File: config.mk
export PLATFORM = sky130hd
export DESIGN_NAME = tecc_top
export DESIGN_NICKNAME = d
export VERILOG_FILES = /design/src/tecc_pkg.sv /design/src/tecc_tmr_if.sv /design/src/tecc_prescale.sv /design/src/tecc_timer.sv /design/src/tecc_top.sv
export SDC_FILE = /design/constraint.sdc
export NUM_CORES = 1
export LEC_CHECK = 0
export ABC_AREA = 0
export BUFFER_PORTS_ARGS = -buffer_cell sky130_fd_sc_hd__buf_2
export CAP_MARGIN = 20
export CORE_MARGIN = 4
export CORE_UTILIZATION = 29
export CTS_CLUSTER_DIAMETER = 150
export DETAILED_ROUTE_END_ITERATION = 8
export GPL_TIMING_DRIVEN = 1
export PLACE_DENSITY = 0.42
export SYNTH_ARGS = -nofsm -noshare
export SYNTH_HDL_FRONTEND = slang
export SYNTH_SLANG_ARGS = --single-unit
export TNS_END_PERCENT = 1
File: constraint.sdc
create_clock -name sys_clk_i -period 4 [get_ports sys_clk_i]
set_clock_uncertainty 0.15 [all_clocks]
set_input_delay 0.8 -clock sys_clk_i [delete_from_list [all_inputs] [get_ports sys_clk_i]]
set_output_delay 0.8 -clock sys_clk_i [all_outputs]
set_load 0.005 [all_outputs]
File: src/tecc_pkg.sv
// tecc_pkg: constants shared by the timer/event counter control block.
// assumes an 8-bit register port with a 3-bit word address.
package tecc_pkg;
    // ************************************************************
    // bus geometry
    // ************************************************************
    localparam int ADDR_W = 3;
    localparam int DATA_W = 8;
    localparam int IRQ_W = 4;
    // ************************************************************
    // register offsets
    // ************************************************************
    localparam logic [2:0] OFF_T0_CTRL = 3'h0;
    localparam logic [2:0] OFF_T0_CNT = 3'h1;
    localparam logic [2:0] OFF_T1_CTRL = 3'h2;
    localparam logic [2:0] OFF_T1_CNT = 3'h3;
    localparam logic [2:0] OFF_IRQ_STS = 3'h4;
    localparam logic [2:0] OFF_IRQ_MSK = 3'h5;
    // ************************************************************
    // control register fields
    // ************************************************************
    localparam int CTL_MODE_HI = 7;
    localparam int CTL_MODE_LO = 6;
    localparam int CTL_SRC = 5;
    localparam int CTL_RUN = 4;
    localparam int CTL_EDGE = 3;
    localparam int CTL_PSC_HI = 2;
    localparam int CTL_PSC_LO = 0;
    localparam logic [7:0] T1_IMPL_MASK = 8'hF8;
    // ************************************************************
    // reset values and counts
    // ************************************************************
    localparam logic [7:0] CTRL_RST = 8'h08;
    localparam logic [7:0] CNT_RST = 8'h00;
    localparam logic [7:0] FULL_COUNT = 8'hFF;
    localparam logic [1:0] DIV4_LAST = 2'h3;
    // ************************************************************
    // mode codes and interrupt bits
    // ************************************************************
    localparam logic [1:0] MODE_NONE = 2'h0;
    localparam logic [1:0] MODE_EVT = 2'h1;
    localparam logic [1:0] MODE_TMR = 2'h2;
    localparam logic [1:0] MODE_PWC = 2'h3;
    localparam int IRQ_OVF0 = 0;
    localparam int IRQ_OVF1 = 1;
    localparam int IRQ_CAP0 = 2;
    localparam int IRQ_CAP1 = 3;
endpackage

File: src/tecc_tmr_if.sv
// tecc_tmr_if: control and status bundle between the register block and one counter.
// assumes both ends run on sys_clk_i.
`timescale 1ns/1ps
interface tecc_tmr_if;
    logic [7:0] ctrl;
    logic int_tick;
    logic pin_rise;
    logic pin_fall;
    logic pre_we;
    logic [7:0] pre_data;
    logic [7:0] count;
    logic ovf;
    logic stop;
    modport ctl (output ctrl, int_tick, pin_rise, pin_fall, pre_we, pre_data,
                 input count, ovf, stop);
    modport tmr (input ctrl, int_tick, pin_rise, pin_fall, pre_we, pre_data,
                 output count, ovf, stop);
endinterface

File: src/tecc_prescale.sv
// tecc_prescale: power-of-two divider of an internal count tick.
// assumes tick_i is a one-cycle pulse on sys_clk_i.
`timescale 1ns/1ps
module tecc_prescale
(
    // clock and reset
    input wire logic sys_clk_i,
    input wire logic reset_i,
    input wire logic clk_en_i,
    // tick in, ratio code, tick out
    input wire logic tick_i,
    input wire logic [2:0] psc_code_i,
    output logic tick_o
);
    import tecc_pkg::*;
    logic [7:0] div_reg;
    logic [7:0] div_next;

    // low bits that must all be ones for a divided tick
    function automatic logic [7:0] psc_mask(input logic [2:0] code);
        psc_mask = 8'(({1'b0, 8'h01} << (4'(code) + 4'h1)) - 9'h001);
    endfunction

    // RULE_14: code n divides by 2 to the n+1
    always_comb
    begin
        div_next = tick_i ? 8'(div_reg + 8'h01) : div_reg;
        tick_o = tick_i && ((div_reg & psc_mask(psc_code_i)) == psc_mask(psc_code_i));
    end

    // free running; a ratio change takes effect at once
    always_ff @(posedge sys_clk_i)
    begin
        if (reset_i)
            div_reg <= CNT_RST;
        else if (clk_en_i)
            div_reg <= div_next;
    end
endmodule // tecc_prescale

File: src/tecc_timer.sv
// tecc_timer: one 8-bit count-up counter with its three modes.
// assumes pin edges come already synchronised as one-cycle pulses.
`timescale 1ns/1ps
module tecc_timer
(
    // clock and reset
    input wire logic sys_clk_i,
    input wire logic reset_i,
    input wire logic clk_en_i,
    // control and status
    tecc_tmr_if.tmr tb
);
    import tecc_pkg::*;
    typedef enum logic [1:0] {ST_IDLE, ST_ARMED, ST_MEAS} tecc_pwc_t;
    tecc_pwc_t st_reg;
    tecc_pwc_t st_next;
    logic [7:0] cnt_reg;
    logic [7:0] cnt_next;
    logic [7:0] pre_reg;
    logic [7:0] pre_next;
    logic [1:0] mode;
    logic run;
    logic edge_sel;
    logic act_edge;
    logic start_edge;
    logic stop_edge;
    logic adv;
    logic ovf;
    logic stop;

    // ************************************************************
    // field decode and pin edge choice
    // ************************************************************
    // RULE_01: mode from the top two control bits
    always_comb
    begin
        mode = tb.ctrl[CTL_MODE_HI:CTL_MODE_LO];
        run = tb.ctrl[CTL_RUN];
        edge_sel = tb.ctrl[CTL_EDGE];
        // RULE_06: edge select for event counting
        act_edge = edge_sel ? tb.pin_fall : tb.pin_rise;
        // RULE_07: capture start and stop edges
        start_edge = edge_sel ? tb.pin_rise : tb.pin_fall;
        stop_edge = edge_sel ? tb.pin_fall : tb.pin_rise;
    end

    // ************************************************************
    // pulse width capture sequencing
    // ************************************************************
    always_comb
    begin
        st_next = st_reg;
        stop = 1'b0;
        case (st_reg)
            ST_IDLE:
                if (run && mode == MODE_PWC)
                    st_next = ST_ARMED;
            ST_ARMED:
                if (!run || mode != MODE_PWC)
                    st_next = ST_IDLE;
                else if (start_edge)
                    st_next = ST_MEAS;
            ST_MEAS:
                if (!run || mode != MODE_PWC)
                    st_next = ST_IDLE;
                // RULE_13: pin back at its level stops the run
                else if (stop_edge)
                begin
                    stop = 1'b1;
                    st_next = ST_IDLE;
                end
            default:
                st_next = ST_IDLE;
        endcase
    end

    // ************************************************************
    // counter, preload and overflow
    // ************************************************************
    always_comb
    begin
        // RULE_02: mode pair decoding
        case (mode)
            // RULE_05: pin edges counted undivided
            MODE_EVT: adv = run && act_edge;
            MODE_TMR: adv = run && tb.int_tick;
            MODE_PWC: adv = run && st_reg == ST_MEAS && tb.int_tick;
            // RULE_15: no mode, no counting
            default: adv = 1'b0;
        endcase
        pre_next = tb.pre_we ? tb.pre_data : pre_reg;
        cnt_next = cnt_reg;
        ovf = 1'b0;
        // RULE_03: run bit gates every advance
        if (adv)
        begin
            // RULE_11: overflow past full reloads
            if (cnt_reg == FULL_COUNT)
            begin
                cnt_next = pre_reg;
                ovf = 1'b1;
            end
            else
                cnt_next = 8'(cnt_reg + 8'h01);
        end
        // RULE_12: stopped timer takes the preload at once
        if (tb.pre_we && !run)
            cnt_next = tb.pre_data;
    end

    always_ff @(posedge sys_clk_i)
    begin
        if (reset_i)
        begin
            st_reg <= ST_IDLE;
            cnt_reg <= CNT_RST;
            pre_reg <= CNT_RST;
        end
        else if (clk_en_i)
        begin
            st_reg <= st_next;
            cnt_reg <= cnt_next;
            pre_reg <= pre_next;
        end
    end

    assign tb.count = cnt_reg;
    assign tb.ovf = ovf && clk_en_i;
    assign tb.stop = stop && clk_en_i;
endmodule // tecc_timer

File: src/tecc_top.sv
// tecc_top: register port, pin synchronisers, clock sources and interrupt
// for two 8-bit timer/event counters.
// assumes a single-cycle register master on sys_clk_i and asynchronous pins.
//
// Overview of operation
// RULE_01: each timer's mode comes from control bits 7 and 6.
// RULE_02: mode 01 events, 10 interval timer, 11 pulse capture, 00 none.
// RULE_03: control bit 4 runs the counter; zero halts it.
// RULE_04: timer 0 internal clock divided by ratio in control bits 2 to 0.
// RULE_05: pin-clocked counting ignores the prescaler, one count per edge.
// RULE_06: event mode edge bit 3: zero rising, one falling.
// RULE_07: capture edge bit zero: start falling, stop rising; one reverses.
// RULE_08: timer 1 bit 5: zero system clock over four, one crystal.
// RULE_09: timer 1 low three control bits absent, read as zero.
// RULE_10: timer 0 bit 5: zero system clock, one low-speed crystal.
// RULE_11: count up from preload; past FFH overflow, interrupt, reload, continue.
// RULE_12: preload write loads counter if stopped, else waits for overflow.
// RULE_13: capture clears run bit at end; pin ignored until rerun.
// RULE_14: prescaler code 000 divides by 2, each step doubles.
// RULE_15: mode 00 never advances the counter, whatever the run bit.
`timescale 1ns/1ps
module tecc_top
(
    // clock, reset, enable
    input wire logic sys_clk_i,
    input wire logic reset_i,
    input wire logic clk_en_i,
    // register port
    input wire logic [tecc_pkg::ADDR_W-1:0] addr_i,
    input wire logic [tecc_pkg::DATA_W-1:0] wr_data_i,
    input wire logic wr_en_i,
    input wire logic rd_en_i,
    output logic [tecc_pkg::DATA_W-1:0] rd_data_o,
    // pins
    input wire logic [1:0] timer_input_pin_i,
    input wire logic low_speed_crystal_i,
    // interrupt
    output logic irq_o
);
    import tecc_pkg::*;

    // ************************************************************
    // declarations
    // ************************************************************
    logic [2:0] sy1_reg;
    logic [2:0] sy1_next;
    logic [2:0] sy2_reg;
    logic [2:0] sy2_next;
    logic [2:0] prv_reg;
    logic [2:0] prv_next;
    logic [2:0] rise;
    logic [2:0] fall;
    logic [1:0] d4_reg;
    logic [1:0] d4_next;
    logic lxt_tick;
    logic src0_tick;
    logic [1:0] int_tick;
    logic [7:0] ctl0_reg;
    logic [7:0] ctl0_next;
    logic [7:0] ctl1_reg;
    logic [7:0] ctl1_next;
    logic [IRQ_W-1:0] sts_reg;
    logic [IRQ_W-1:0] sts_next;
    logic [IRQ_W-1:0] msk_reg;
    logic [IRQ_W-1:0] msk_next;
    logic [IRQ_W-1:0] evt;
    logic [7:0] rd_next;
    logic irq_next;
    logic [7:0] cnt_w [2];
    logic [1:0] ovf_w;
    logic [1:0] stop_w;
    logic [1:0] pre_we;
    logic [7:0] ctl_w [2];

    // write strobe decode, used for several registers
    function automatic logic wr_hit(input logic en, input logic [2:0] a, input logic [2:0] off);
        wr_hit = en && a == off;
    endfunction

    // ************************************************************
    // pin synchronisers
    // ************************************************************
    // two stages before any logic; the third stage only feeds edge detect
    always_comb
    begin
        sy1_next = {low_speed_crystal_i, timer_input_pin_i};
        sy2_next = sy1_reg;
        prv_next = sy2_reg;
    end

    always_ff @(posedge sys_clk_i)
    begin
        if (reset_i)
        begin
            sy1_reg <= 3'h0;
            sy2_reg <= 3'h0;
            prv_reg <= 3'h0;
        end
        else if (clk_en_i)
        begin
            sy1_reg <= sy1_next;
            sy2_reg <= sy2_next;
            prv_reg <= prv_next;
        end
    end

    // edges seen at the synchroniser output, against the third stage
    always_comb
    begin
        rise = sy2_reg & ~prv_reg;
        fall = ~sy2_reg & prv_reg;
    end

    // ************************************************************
    // internal count sources
    // ************************************************************
    // crystal is sampled, so it must run well below a quarter of sys_clk_i
    always_comb
    begin
        d4_next = 2'(d4_reg + 2'h1);
        lxt_tick = rise[2];
        // RULE_10: timer 0 picks system clock or crystal
        src0_tick = ctl0_reg[CTL_SRC] ? lxt_tick : 1'b1;
    end

    // RULE_08: timer 1 picks system clock over four or crystal
    assign int_tick[1] = ctl1_reg[CTL_SRC] ? lxt_tick : d4_reg == DIV4_LAST;

    always_ff @(posedge sys_clk_i)
    begin
        if (reset_i)
            d4_reg <= 2'h0;
        else if (clk_en_i)
            d4_reg <= d4_next;
    end

    // RULE_04: only timer 0 has a prescaler
    tecc_prescale u_psc0
    (
        .sys_clk_i(sys_clk_i),
        .reset_i(reset_i),
        .clk_en_i(clk_en_i),
        .tick_i(src0_tick),
        .psc_code_i(ctl0_reg[CTL_PSC_HI:CTL_PSC_LO]),
        .tick_o(int_tick[0])
    );

    // ************************************************************
    // counters
    // ************************************************************
    assign ctl_w[0] = ctl0_reg;
    assign ctl_w[1] = ctl1_reg;

    genvar g;
    generate
        for (g = 0; g < 2; g++)
        begin : g_tmr
            tecc_tmr_if tif ();
            assign tif.ctrl = ctl_w[g];
            assign tif.int_tick = int_tick[g];
            assign tif.pin_rise = rise[g];
            assign tif.pin_fall = fall[g];
            assign tif.pre_we = pre_we[g];
            assign tif.pre_data = wr_data_i;
            assign cnt_w[g] = tif.count;
            assign ovf_w[g] = tif.ovf;
            assign stop_w[g] = tif.stop;
            tecc_timer u_tmr
            (
                .sys_clk_i(sys_clk_i),
                .reset_i(reset_i),
                .clk_en_i(clk_en_i),
                .tb(tif.tmr)
            );
        end
    endgenerate

    // ************************************************************
    // control registers
    // ************************************************************
    // a software write in the stop cycle wins: it is a fresh rerun
    always_comb
    begin
        pre_we[0] = wr_hit(wr_en_i, addr_i, OFF_T0_CNT);
        pre_we[1] = wr_hit(wr_en_i, addr_i, OFF_T1_CNT);
        ctl0_next = ctl0_reg;
        ctl1_next = ctl1_reg;
        // RULE_13: capture end clears the run bit
        if (stop_w[0])
            ctl0_next[CTL_RUN] = 1'b0;
        if (stop_w[1])
            ctl1_next[CTL_RUN] = 1'b0;
        if (wr_hit(wr_en_i, addr_i, OFF_T0_CTRL))
            ctl0_next = wr_data_i;
        // RULE_09: timer 1 keeps only the upper five bits
        if (wr_hit(wr_en_i, addr_i, OFF_T1_CTRL))
            ctl1_next = wr_data_i & T1_IMPL_MASK;
    end

    always_ff @(posedge sys_clk_i)
    begin
        if (reset_i)
        begin
            ctl0_reg <= CTRL_RST;
            ctl1_reg <= CTRL_RST;
        end
        else if (clk_en_i)
        begin
            ctl0_reg <= ctl0_next;
            ctl1_reg <= ctl1_next;
        end
    end

    // ************************************************************
    // interrupt status and mask
    // ************************************************************
    // a new event in the clearing cycle survives the clear
    always_comb
    begin
        evt = '0;
        // RULE_11: overflow raises a request
        evt[IRQ_OVF0] = ovf_w[0];
        evt[IRQ_OVF1] = ovf_w[1];
        evt[IRQ_CAP0] = stop_w[0];
        evt[IRQ_CAP1] = stop_w[1];
        sts_next = sts_reg;
        msk_next = msk_reg;
        if (wr_hit(wr_en_i, addr_i, OFF_IRQ_STS))
            sts_next = sts_reg & ~wr_data_i[IRQ_W-1:0];
        sts_next = sts_next | evt;
        if (wr_hit(wr_en_i, addr_i, OFF_IRQ_MSK))
            msk_next = wr_data_i[IRQ_W-1:0];
        irq_next = |(sts_next & msk_next);
    end

    // ************************************************************
    // read data
    // ************************************************************
    // data stand only in the cycle after the strobe; unmapped reads give zero
    always_comb
    begin
        rd_next = 8'h00;
        if (rd_en_i)
        begin
            case (addr_i)
                OFF_T0_CTRL: rd_next = ctl0_reg;
                OFF_T0_CNT: rd_next = cnt_w[0];
                OFF_T1_CTRL: rd_next = ctl1_reg & T1_IMPL_MASK;
                OFF_T1_CNT: rd_next = cnt_w[1];
                OFF_IRQ_STS: rd_next = 8'(sts_reg);
                OFF_IRQ_MSK: rd_next = 8'(msk_reg);
                default: rd_next = 8'h00;
            endcase
        end
    end

    always_ff @(posedge sys_clk_i)
    begin
        if (reset_i)
        begin
            sts_reg <= '0;
            msk_reg <= '0;
            irq_o <= 1'b0;
            rd_data_o <= 8'h00;
        end
        else if (clk_en_i)
        begin
            sts_reg <= sts_next;
            msk_reg <= msk_next;
            irq_o <= irq_next;
            rd_data_o <= rd_next;
        end
    end
endmodule // tecc_top

==> metrics.cfg, run 1 <==
[run_status]
status = complete, no violations

[power]
seq_power_share_pct = 50.1
power.total_mw = 1.75
p_comb_share_pct = 7.5
ir_drop_uv = 232
powerDensity_mw_per_mm2 = 346
leakage_nw = 1.98
p_sw_mw = 0.431
p_sw_share_pct = 24.6
p_int_mw = 1.32
power.share.clock_pct = 42.4

[die]
num_rows = 45
start_util_pct = 29.6
coreArea_mm2 = 0.0153
num_io_pins = 28
die_h_um = 133
fp.dieW_um = 133
dieArea_mm2 = 0.0176

[yosys]
muxShareOfSynthArea_pct = 16.7
synth-simple-area-share_pct = 22.2
syn_area_per_cell_um2 = 8.74
netlist_instances = 517
synth_fa_ha_area_share_pct = 1.38
synth_warnings = 0
ys_ff_latch = 85
synth_compound_area_share_pct = 14.5
netlist_area_mm2 = 0.00452
syn_nets = 541
ys_types = 66
synth-seq-area-share_pct = 37.7
synthXorXnorAreaFrac_pct = 2.91
synth_ff_type = dfxtp_1
synth_top_family_by_area = simple AND/OR/NAND/NOR gates
async_reset_ff_share_pct = 0
synth_edf_count = 0

[finish]
finalInstanceArea_mm2 = 0.00505
area_growth_pct = 11.9
final_cell_mix = 87 x nor2_1, 85 x dfxtp_1, 53 x mux2i_1
fillers = 1598
utilization_pct = 33.1
antenna_cells = 0
mostFrequentLayoutCell = nor2_1
seqCellArea_mm2 = 0.00170
fin_nets = 550
drive_gt1_share_pct = 13.8
multi_input_area_mm2 = 0.00261

[clocking]
cts_setup_buffers = 0
cts_tree = done
cts_made_buffers = 9
htreeDepth = 3
cts_hold_buffers = 0
clkTransAtPathRegs_ns = 0.06
worst_skew_pair.late_latency_ns = 0.35
cts_buffer_depth = 2
post_cts_resized = 0
clockRootBuffer = clkbuf_16
clock_sinks = 85

[global_routing]
grtUsageTotal_pct = 14.6
grt-ovfl-total = 0
grtUsageMet1_pct = 19.2
grtUsageMet3_pct = 3.84
met2_usage_pct = 23.9
grt_busiest_layer = met2
antenna_found_initial = 0
grt_pass1_wl_um = 20100
grt_max_degree = 31
grt_pass1_vias = 3578

[route]
routedWlPerCell_um = 17.1
avgViaCountPerCell = 5.01
drc = 0
ant_nets = 0
via_count = 3704
drtIter0Drc = 196
dr.pass1.iters = 4
routed_wl_um = 12600

[sta]
drv_slew = 0
max_clock_freq_mhz = 347
hold_violations = 0
setup_viol_count_final = 0
fin_tns_setup_ns = 0
rsz0062_at_grt = false
fin_crit_ns = 2.88
period_share_pct = 72.1
tightest_slew_ns = 1.03
timing.slew.headroom_pct = 30.9

[critical_path]
worstPathArrival_ns = 2.97
cp_max_fo = 16
path_class = reg2reg
critPathRequiredTime_ns = 4.09
crit_path_start_kind = register
critical_path.endpoint_type = register

[worst_hold_path]
min_path_type = reg2reg

[place]
place_area_mm2 = 0.00480
portBuffers = 27
place_hpwl_um = 9050
place_congestion = 0.799

[run]
maxCapViolations = 0

[power groups by stage]
stage          logic (mW)  registers, mW  clock network (mW)
2_1_floorplan      0.0923          0.889                   0
3_3_place_gp        0.131          0.894                   0
3_5_place_dp        0.132          0.894                   0
6_report            0.131          0.876               0.742
4_1_cts             0.132          0.875               0.778
5_1_grt             0.145          0.877               0.808
[cells in the mapped netlist, drive strengths merged, types with 5 or more instances]
master | instances | area, µm²
nand3 | 27 | 135
inv | 11 | 41.3
mux4 | 8 | 180
a211o | 5 | 43.8
and3 | 6 | 37.5
nand2b | 9 | 56.3
a21oi | 38 | 205
xor2 | 7 | 61.3
or3 | 5 | 31.3
mux2i | 53 | 531
dfxtp | 85 | 1700
clkbuf | 23 | 87.6
ha | 5 | 62.6
a211oi | 8 | 85.1
nor2b | 7 | 43.8
nand2 | 42 | 158
a22oi | 5 | 37.5
buf | 12 | 75.1
o21ai | 9 | 45.0
nor2 | 87 | 327
xnor2 | 8 | 70.1
[per-stage QoR]
stage               setup slack (ns)  cells  hold slack (ns)
floorplan                       1.43    517            0.290
global placement               0.887    726            0.302
detailed placement             0.854    726            0.310
CTS                             1.11    740            0.320
global route                   0.948    740            0.341
finish                          1.12    740            0.316
[metal layers]
layer  vias up  wire (µm)
met4         0        142
met5         -          0
met3        11        503
met1      1782       5970
li1       1852          -
met2        59       6010
[path summary, 6_finish.rpt]
check | start | endpoint | slack (ns) | cells past startpoint
hold reg to reg | rd_data_o[3]$_SDFFE_PP0P_ | rd_data_o[3]$_SDFFE_PP0P_ | 0.32 | 2
setup reg to reg | ctl0_reg[1]$_SDFFE_PP0P_ | g_tmr[0].u_tmr.tb.count[6]$_SDFFE_PP0P_ | 1.12 | 8
hold / removal | rd_data_o[3]$_SDFFE_PP0P_ | rd_data_o[3]$_SDFFE_PP0P_ | 0.32 | 2
setup / recovery | ctl0_reg[1]$_SDFFE_PP0P_ | g_tmr[0].u_tmr.tb.count[6]$_SDFFE_PP0P_ | 1.12 | 8
[cells by family (layout without fill, tap and decap cells)]
logic type                 after synthesis  in the layout
AOI/OAI and AO/OA                       92             92
xor gates and xnor gates                15             15
adders and majority gates                5              5
buffers and inverters                   46             58
DFF                                     85             85
muxes                                   65             65
other                                    1              1
and+or+nand+nor                        208            208
[layout make-up]
| type | instances | area share, % |
|---|---|---|
| clock buffers | 9 | 4.46 |
| repair buffers | 33 | 3.56 |
| inverters | 11 | 0.817 |
| well taps | 211 | 5.22 |
| multi-input cells | 386 | 51.7 |
| clock inverters | 5 | 0.594 |
| flip-flops and latches | 85 | 33.7 |
[critical path: stages, from the launching register on]
cell and delay (ns):
dfxtp_1 0.40, or3_1 0.38, ha_1 0.24, or4b_1 0.50, a31oi_2 0.23, nor4b_2 0.10
a21oi_4 0.44, a21oi_1 0.08, o221a_1 0.25
Power figures use the tool's default switching activity.
==> run 2, diff against run 1 <==
- PLACE_DENSITY: 0.42 -> 0.44
- clock period: 4 -> 2.4 ns (I/O delays scaled with it)
==> metrics.cfg, run 2 (synthesized netlist as in run 1, its figures left out) <==
[die]
start_util_pct = 29.6
die_h_um = 133
num_io_pins = 28
fp.dieW_um = 133
num_rows = 45
coreArea_mm2 = 0.0153
dieArea_mm2 = 0.0176

[clocking]
worst_skew_pair.late_latency_ns = 0.35
cts_setup_buffers = 0
clock_sinks = 85
htreeDepth = 3
cts_buffer_depth = 2
cts_made_buffers = 9
clkTransAtPathRegs_ns = 0.07
cts_tree = done
clockRootBuffer = clkbuf_16

[run_status]
status = finished, violations left
violations = setup timing

[place]
place_hpwl_um = 9440
pre_cts_slack_ns = -0.190
portBuffers = 27
numPlacedInstances = 756
place_congestion = 0.832
place_area_mm2 = 0.00506

[worst_hold_path]
min_path_type = in2reg

[critical_path]
critPathRequiredTime_ns = 2.50
crit_path_start_kind = register
path_class = reg2reg
critical_path.endpoint_type = register
worstPathArrival_ns = 2.64
cp_max_fo = 15

[power]
powerDensity_mw_per_mm2 = 597
leakage_nw = 2.17
seq_power_share_pct = 45.0
p_comb_share_pct = 7.9
p_sw_share_pct = 23.2
power.share.clock_pct = 47.1
p_int_mw = 2.48
ir_drop_uv = 358
p_sw_mw = 0.749

[sta]
setup_viol_count_final = 8
max_clock_freq_mhz = 393
fin_tns_setup_ns = -0.578
drv_slew = 0
period_share_pct = 106
fin_crit_ns = 2.54
rsz0062_at_grt = true
fin_ws_ns = -0.144
hold_violations = 0

[route]
routed_wl_um = 12900
drc = 0
ant_nets = 0
routedWlPerCell_um = 16.7
dr.pass1.iters = 4
avgViaCountPerCell = 4.95
via_count = 3823
drtIter0Drc = 210

[finish]
final_cell_mix = 87 x nor2_1, 84 x dfxtp_1, 53 x mux2i_1
mostFrequentLayoutCell = nor2_1
antenna_cells = 0
drive_gt1_share_pct = 18.9
fin_nets = 580
utilization_pct = 35.4
finalInstanceArea_mm2 = 0.00541
fillers = 1571
multi_input_area_mm2 = 0.00265
stdcell_count = 772
area_growth_pct = 19.7
seqCellArea_mm2 = 0.00170

[global_routing]
grtUsageTotal_pct = 14.9
grt_pass1_wl_um = 20500
grt_pass1_vias = 3642
grt_max_degree = 58
antenna_found_initial = 0
grt-ovfl-total = 0

[run]
maxCapViolations = 0

==> run 2: cell type report <==
cell class              instances  share of cell area [%]
flip-flops and latches         85                    31.5
repair buffers                 63                    7.96
inverters                      11                   0.763
well taps                     211                    4.88
multi-input cells             386                    49.0
clock buffers                  13                    4.63
clock inverters                 3                    1.27
==> run 2: layer usage <==
metal	vias up	share of wire [%]	global-route usage [%]	wire (µm)
met5	-	0	0	0
li1	1911	-	-	-
met2	65	47	23.8	6060
met3	11	4.3	3.92	549
met1	1836	47	20.1	6120
met4	0	1.3	3.75	171
==> run 2: path summary, 6_finish.rpt <==
check                            startpoint                                 endpoint  slack [ns]  cells past startpoint
setup / recovery   ctl0_reg[0]$_SDFFE_PP0P_  g_tmr[0].u_tmr.tb.count[6]$_SDFFE_PP0P_       -0.14                      9
hold / removal          low_speed_crystal_i                  sy1_reg[2]$_SDFFE_PP0P_        0.22                      3
setup reg to reg   ctl0_reg[0]$_SDFFE_PP0P_  g_tmr[0].u_tmr.tb.count[6]$_SDFFE_PP0P_       -0.14                      9
hold reg to reg   rd_data_o[3]$_SDFFE_PP0P_                rd_data_o[3]$_SDFFE_PP0P_        0.32                      2
==> run 2: power groups by stage <==
stage                     logic [mW]  clock network (mW)  registers (mW)
after floorplan                0.155                   0            1.48
after global placement         0.253                   0            1.48
after detailed placement       0.254                   0            1.49
after CTS                      0.256                1.57            1.45
after global routing           0.282                1.62            1.46
final                          0.254                1.52            1.45
==> run 2: worst max-delay path, stage by stage (launching register included) <==
cell	delay [ns]
dfxtp_2	0.32
or3_4	0.39
ha_4	0.18
or4bb_4	0.53
a31oi_4	0.20
nor4b_4	0.08
a21oi_4	0.16
buf_12	0.16
a21oi_1	0.05
o221a_1	0.23
==> run 2: repair_timing <==
| item | in CTS | in global routing |
|---|---|---|
| resized for setup | 1 | 4 |
| pin swaps | 8 | 0 |
| hold buffers | 0 | 0 |
| endpoints found under the setup margin | 9 | 9 |
==> run 2: metrics by stage <==
| stage | total power [mW] | hold slack (ns) |
|---|---|---|
| finish | 3.23 | 0.217 |
| global route | 3.36 | 0.252 |
| CTS | 3.28 | 0.207 |
| detailed placement | 1.74 | 0.308 |
| global placement | 1.74 | 0.302 |
| floorplan | 1.64 | 0.290 |
